$ cat src/verilog/sclk_regs.svh
// Constants for the system clock and reset pin block.
// Assumes inclusion by bare name from verilog/ sources.
`ifndef SCLK_REGS_SVH
`define SCLK_REGS_SVH
// Divide select reset value: divided setting
`define SCLK_DIV_SEL_RST   1'b1
// Oscillator prescale when divided
`define SCLK_PRE_DIV       4
// System clock to instruction clock ratio
`define SCLK_INSTR_DIV     3
// Cycles the reset pin is held low after a reset cause
`define SCLK_RST_HOLD      8
`endif

$ cat src/verilog/sclk_pkg.sv
// Types shared by the clock and reset pin block.
// Assumes nothing beyond a SystemVerilog compiler.
package sclk_pkg;
    typedef enum logic [1:0] {
        SCLK_RUN,
        SCLK_HOLD
    } sclk_rst_state_t;
endpackage

$ cat src/verilog/sclk_if.sv
// Carrier between the top and the instruction divider.
// Assumes both ends share sys_clk_i.
`timescale 1ns/1ps
interface sclk_if;
    logic sys_tick;     // One selected system clock edge
    logic instr_tick;   // One machine cycle boundary
    modport src (output sys_tick, input instr_tick);
    modport div (input sys_tick, output instr_tick);
endinterface // sclk_if

$ cat src/verilog/sclk_instr_div.sv
// Divides system clock ticks by three into machine cycles.
// Assumes one-cycle sys_tick pulses from the selector.
`timescale 1ns/1ps
`include "sclk_regs.svh"
module sclk_instr_div (
    // Clock and reset
    input  wire logic sys_clk_i,
    input  wire logic rst_b_i,
    // Ticks
    sclk_if.div       bus
);
    typedef struct packed {
        logic [1:0] cnt;
        logic       tick;
    } sclk_div_st_t;
    sclk_div_st_t st, next_st;

    always_comb begin
        next_st = st;
        next_st.tick = 1'b0;
        if (bus.sys_tick) begin
            if (st.cnt == 2'(`SCLK_INSTR_DIV - 1)) begin
                next_st.cnt  = 2'h0;
                next_st.tick = 1'b1;
            end else begin
                next_st.cnt = st.cnt + 2'h1;
            end
        end
    end

    // State register
    always_ff @(posedge sys_clk_i) begin
        if (!rst_b_i) begin
            st <= '0;
        end else begin
            st <= next_st;
        end
    end

    assign bus.instr_tick = st.tick;
endmodule // sclk_instr_div

$ cat src/verilog/sclk_top.sv
// System clock selection, instruction clock and reset pin drive.
// Holds the oscillator prescaler, the select switch-over and the
// open-drain reset pin sequencer; the divide by three sits below.
// Assumes oscillator_input_i is a synchronous level on sys_clk_i,
// low for at least one cycle between two rises.
// Assumes the select register sits outside and writes via a strobe.
// Assumes a pull-up on the reset pin, so a released pin reads high.
// Limitation: a select write seen during a reset hold is lost.
// Trade-off: the pin sequencer counts system cycles, not oscillator ones.
// Overview of operation
// - System clock is oscillator undivided when select is 0, /4 when 1.
// - After reset the divide-by-four source is selected.
// - Instruction clock is the selected system clock divided by three.
// - One instruction clock period is one machine cycle.
// - Watchdog or low-supply reset pulls the open-drain reset pin low.
// - Voltage detector runs only while its enable pin is high.
`timescale 1ns/1ps
`include "sclk_regs.svh"

module sclk_top #(
    // Oscillator rises per system clock tick when divided
    parameter int PRE_DIV     = `SCLK_PRE_DIV,
    // Cycles the reset pin stays low after the last cause
    parameter int HOLD_CYCLES = `SCLK_RST_HOLD
) (
    // Clock and reset
    input  wire logic sys_clk_i,
    input  wire logic rst_b_i,

    // Oscillator and software control
    input  wire logic oscillator_input_i,
    input  wire logic clock_divide_select_i,
    input  wire logic select_write_i,

    // Reset causes and detector
    input  wire logic watchdog_expired_i,
    input  wire logic low_supply_i,
    input  wire logic detector_enable_pin_i,

    // Reset pin, open drain
    input  wire logic reset_pin_i,
    output logic      reset_pin_o,
    output logic      reset_pin_oe_b_o,

    // Clock outputs
    output logic      sys_tick_o,
    output logic      instr_tick_o,

    // Status outputs
    output logic      clock_divide_select_o,
    output logic      detector_running_o,
    output logic      system_reset_o
);

    // Counter widths; one bit at least for tiny settings
    localparam int PRE_W  = (PRE_DIV > 2) ? $clog2(PRE_DIV) : 1;
    localparam int HOLD_W = (HOLD_CYCLES > 2) ? $clog2(HOLD_CYCLES) : 1;

    // All state outside the divider in one word
    typedef struct packed {
        logic                      osc_q;     // Last oscillator sample
        logic [PRE_W-1:0]          pre;       // Prescale count, divided
        logic                      sel;       // Applied divide select
        logic                      sel_pend;  // Write awaiting boundary
        logic                      sel_req;   // Value of that write
        logic                      tick;      // System clock tick
        sclk_pkg::sclk_rst_state_t rst_st;    // Reset pin state
        logic [HOLD_W-1:0]         hold;      // Hold cycles left
        logic                      run;       // Detector running
    } sclk_st_t;

    // State and its next value
    sclk_st_t st;
    sclk_st_t next_st;

    // Carrier to the instruction divider
    sclk_if   link ();

    // Decoded conditions of the current cycle
    logic     osc_rise;   // Oscillator rising edge
    logic     cause;      // Reset cause accepted
    logic     in_hold;    // Reset pin held low
    logic     boundary;   // Machine cycle boundary
    logic     pre_wrap;   // Prescaler at its last count
    logic     div_rst_b;  // Divider reset, also during hold

    // Edge of the sampled oscillator level
    assign osc_rise = oscillator_input_i & ~st.osc_q;

    // detector gated by pin
    // Low supply counts only once the enable has been registered
    assign cause = watchdog_expired_i | (low_supply_i & st.run);

    // Reset pin state decode
    assign in_hold = (st.rst_st == sclk_pkg::SCLK_HOLD);

    // machine cycle boundary from the divider
    assign boundary = link.instr_tick;

    // Last prescaler count before a divided tick
    assign pre_wrap = (st.pre == PRE_W'(PRE_DIV - 1));

    // divider restarts with rst_b_i and every reset hold, not on an external pin low
    // A machine cycle cut by a reset would otherwise come out short
    assign div_rst_b = rst_b_i & ~in_hold;

    // Next state of the whole block
    always_comb begin
        // Defaults: hold state, drop the one-cycle tick
        next_st       = st;
        next_st.osc_q = oscillator_input_i;
        next_st.tick  = 1'b0;
        next_st.run   = detector_enable_pin_i;

        // Software write waits for the next boundary
        if (select_write_i) begin
            next_st.sel_pend = 1'b1;
            next_st.sel_req  = clock_divide_select_i;
        end

        if (osc_rise) begin
            if (st.sel) begin
                if (pre_wrap) begin
                    next_st.pre  = '0;
                    next_st.tick = 1'b1;
                end else begin
                    next_st.pre = st.pre + PRE_W'(1);
                end
            end else begin
                // Undivided: every rise is a tick
                next_st.tick = 1'b1;
            end
        end

        // switch at cycle boundary
        // Prescaler restarts so the first divided tick is whole
        if (st.sel_pend && boundary) begin
            next_st.sel      = select_write_i ? clock_divide_select_i
                                              : st.sel_req;
            next_st.sel_pend = select_write_i;
            next_st.pre      = '0;
        end

        case (st.rst_st)
            sclk_pkg::SCLK_RUN: begin
                // Any accepted cause starts a hold
                if (cause) begin
                    next_st.rst_st = sclk_pkg::SCLK_HOLD;
                    next_st.hold   = HOLD_W'(HOLD_CYCLES - 1);
                end
            end
            sclk_pkg::SCLK_HOLD: begin
                if (cause) begin
                    // A new cause restarts the full hold
                    next_st.hold = HOLD_W'(HOLD_CYCLES - 1);
                end else if (st.hold == '0) begin
                    // Hold count ran out: release the pin
                    next_st.rst_st = sclk_pkg::SCLK_RUN;
                end else begin
                    next_st.hold = st.hold - HOLD_W'(1);
                end
            end
            default: begin
                // Unused encoding falls back to run
                next_st.rst_st = sclk_pkg::SCLK_RUN;
            end
        endcase

        // internal reset returns select to divided
        // A write seen during the hold is dropped, not deferred
        if (in_hold) begin
            next_st.sel      = `SCLK_DIV_SEL_RST;
            next_st.sel_pend = 1'b0;
            next_st.pre      = '0;
        end
    end

    // State register; divided after reset
    // Only select and its request start divided; all else is zero
    always_ff @(posedge sys_clk_i) begin
        if (!rst_b_i) begin
            st         <= '0;
            st.sel     <= `SCLK_DIV_SEL_RST;
            st.sel_req <= `SCLK_DIV_SEL_RST;
            st.rst_st  <= sclk_pkg::SCLK_RUN;
        end else begin
            st <= next_st;
        end
    end

    // Selected system clock tick to the divider
    assign link.sys_tick = st.tick;

    // divide by three into machine cycles
    sclk_instr_div u_div (
        .sys_clk_i (sys_clk_i),
        .rst_b_i   (div_rst_b),
        .bus       (link)
    );

    // pin drives low only; enable active low
    assign reset_pin_o      = 1'b0;
    assign reset_pin_oe_b_o = ~in_hold;

    // Clock outputs
    assign sys_tick_o   = st.tick;
    assign instr_tick_o = link.instr_tick;

    // Status outputs
    assign clock_divide_select_o = st.sel;
    assign detector_running_o    = st.run;

    // External pin low also resets the system
    // Combinational, so a pin pulled low elsewhere acts at once
    assign system_reset_o = in_hold | ~reset_pin_i;

endmodule // sclk_top

$ cat config.mk
export PLATFORM = sky130hd
export DESIGN_NAME = sclk_top
export DESIGN_NICKNAME = d
export VERILOG_FILES = /design/src/verilog/sclk_pkg.sv /design/src/verilog/sclk_if.sv /design/src/verilog/sclk_instr_div.sv /design/src/verilog/sclk_top.sv
export VERILOG_INCLUDE_DIRS = /design/src /design/src/verilog
export SDC_FILE = /design/constraint.sdc
export NUM_CORES = 1
export LEC_CHECK = 0
export ABC_AREA = 1
export BUFFER_PORTS_ARGS = -buffer_cell sky130_fd_sc_hd__buf_2
export CORE_AREA = 4 4 41 43
export CTS_BUF_LIST = sky130_fd_sc_hd__clkbuf_16
export CTS_CLUSTER_SIZE = 20
export DETAILED_ROUTE_END_ITERATION = 12
export DIE_AREA = 0 0 45 47
export PLACE_DENSITY = 0.84
export SYNTH_ARGS = -nofsm -noshare
export SYNTH_HDL_FRONTEND = slang
export SYNTH_SLANG_ARGS = --single-unit
$ cat constraint.sdc
create_clock -name sys_clk_i -period 1.9 [get_ports sys_clk_i]
set_input_delay 0.095 -clock sys_clk_i [delete_from_list [all_inputs] [get_ports sys_clk_i]]
set_output_delay 0.095 -clock sys_clk_i [all_outputs]
set_load 0.01 [all_outputs]
==> reports/qor.txt <==
RSZ-0062 raised after global routing: no
Layout Nets: 114
Post-Synth Simple-Gate Area: 0.245
Gpl congestion: 0.771
IO Pins: 16
Crit Reg-Reg Endpoint: st[1]
Crit Path Max Fanout: 4
Worst Min Path Start: detector_enable_pin_i
Worst hold-check path type: in -> reg
WL/cell: 10.4 um
Max-cap violations: 0
Clock sinks: 15
Worst Hold Depth: 3
Reg2Reg Setup Slack: 0.58 ns
CP arrival: 1.46 ns
Number of cells on the worst reg-to-reg path: 9
Hold Crit Endpoint: detector_running_o
Core ar.: 1300 um^2
Most common cell in the synthesized netlist: nand2_1
Largest net degree at the start of global routing: 10
Critical path type: reg -> reg
Synth top cells by count: nand2_1, dfxtp_1, inv_1, nand3_1, a21oi_1
Post-synth EDFFs: 0
Die width: 45 um
DR vias: 571
# fillers: 121
Mux cell area share after synthesis: 0
Placed Cells: 112
Buffers added on ports: 14
Post-synth ARST share: 0
Gr usage total: 0.147
Layout cell share with drive strength beyond 1: 0.267
Compound-Gate Fraction of Synth Area: 0.113
Final Util: 0.618
Antenna Cells: 0
Part of the Yosys area used for sequential elements: 0.467
Final Slew Violations: 0
Htree depth: 1
Pre-CTS setup slack: 0.615 ns
Die Span Y: 47 um
Final wirelength: 1.21 mm
DRT Pass-1 Iters: 4
Postcts setup bufs: 0
WL met3: 97 um
Most used flip-flop cell after synthesis: dfxtp_1
Met2 wire len: 593 um
Vias in the first global route: 540
Initial core utilization: 0.494
Pwr Density: 1020 nW/um^2
Setup_tns: 0 ns
Post-Synth Adder-Cell Area: 0.0584
Mapped Nets: 96
Fmax: 0.759 GHz
Post-Synth XOR/XNOR Area: 0
Post-Layout Cell Count: 116
Root Driver: clkbuf_16
Clk_skew: 0.00157 ns
Via density: 4.92
Initial antenna violation count: 0
Overall power: 0.823 mW
Area growth, synth to finish: 25.1%
Cts bufs inserted: 3
Worst skew pair latency: 0.24 ns
DRC Markers: 0
Top Metal Used: met4
Final WS setup: 0.583 ns
WL met1: 487 um
Clock buffer depth: 2
Cts hold-fix bufs: 0
WP data required: 2.04 ns
Worst-path clk slew: 0.05 ns
Crit end category: flip-flop
Dominant cell type by area after synthesis: dfxtp_1
Endpoints failing setup: 0
Max rail drop VDD: 0.000759 V
Area of the multi-input gates: 272 um^2
Mapped Cells: 84
Post-Syn Area: 643 um^2
Post-cts resize count: 0
Grt ovf: 0
Hold WS: 0.0338 ns
DPL Wire Length: 949 um
Worst R2R Start: st[1]
Post-DP Area: 724 um^2
Static leakage: 0.406 nW
CTS tree: built
Yosys reg bits: 15
Share of the synthesized area in the top cell type: 0.467
Die area: 2120 um^2
Avg Synthesized Cell Area: 7.66 um^2
Main combinational cell family by area after synthesis: simple AND/OR/NAND/NOR gates
FF+latch area: 300 um^2
Final hold vios: 0
Ranking of synthesized cells by area: dfxtp_1, nand2_1, inv_1
Ys Warns: 0
Detail Route Antenna Nets: 0
Finished layout cell area: 805 um^2
Tcrit/Tclk final: 0.693
First-pass GRT wire length: 2.15 mm
Crit path launch type: flip-flop
Synth cell types: 15
Row cnt: 13
Minimum clock period after layout: 1.32 ns
Status: complete, no violations
DR iter-0 viols: 4
[how the worst max path moves through the flow]
stage	start	to	slack, ns	depth (start not counted)
2_1_floorplan	st[1]	st[1]	0.71	9
3_3_place_gp	st[1]	st[1]	0.68	9
3_5_place_dp	st[1]	st[1]	0.62	9
4_1_cts	st[1]	st[1]	0.59	9
5_1_grt	st[1]	st[1]	0.47	9
6_report	st[1]	st[1]	0.58	9
[power by group]
part	total, mW	leakage, nW	internal, mW	switching [mW]
sequential	0.340	0.124	0.331	0.00908
combinational	0.0820	0.242	0.0325	0.0496
clock	0.401	0.0409	0.280	0.121
[layout make-up]
class	count	share of cell area
clock buffers	3	0.0933
clock inverters	1	0.00622
inverters	17	0.0793
multi-input cells	51	0.337
flip-flops and latches	15	0.373
well taps	15	0.0233
repair buffers	14	0.0871
[routing by layer]
metal / global-route usage / vias up
met3: 0.0460 / 4
met1: 0.153 / 252
met5: 0 / -
met4: 0.105 / 0
li1: - / 296
met2: 0.251 / 19
[logic make-up (layout without fill, tap and decap cells)]
family | after synthesis | in the layout
other cells | 1 | 1
fa+ha+maj | 3 | 3
buf+inv | 18 | 35
simple gates | 36 | 36
flops | 15 | 15
compound gates | 11 | 11
[worst max-delay path, cell delays in order, from the launching register on]
cell     delay, ns
dfxtp_1       0.32
inv_1         0.05
ha_1          0.20
ha_1          0.18
inv_1         0.11
nand2_2       0.09
nand2_1       0.08
nand3_1       0.08
nand2_1       0.08
inv_1         0.03
[state kept, by name, summed over array words and instances, names as in the netlist]
| register | cells |
|---|---|
| st | 9 |
| detector_running_o | 1 |
| u_div.bus.instr_tick | 1 |
| u_div.st | 2 |
| sys_tick_o | 1 |
| clock_divide_select_o | 1 |
[cells in the final DEF, fill, tap and decap left out, drive strengths merged]
cell    Yosys  layout
o21ai       1       1
inv        17      17
dfxtp      15      15
clkinv      0       1
buf         1      14
a21oi       9       9
a211oi      1       1
conb        1       1
clkbuf      0       3
nor2        3       3
nor4        1       1
ha          3       3
nand2      22      22
nand3      10      10
Note: power is estimated with default switching activity, not from simulation.
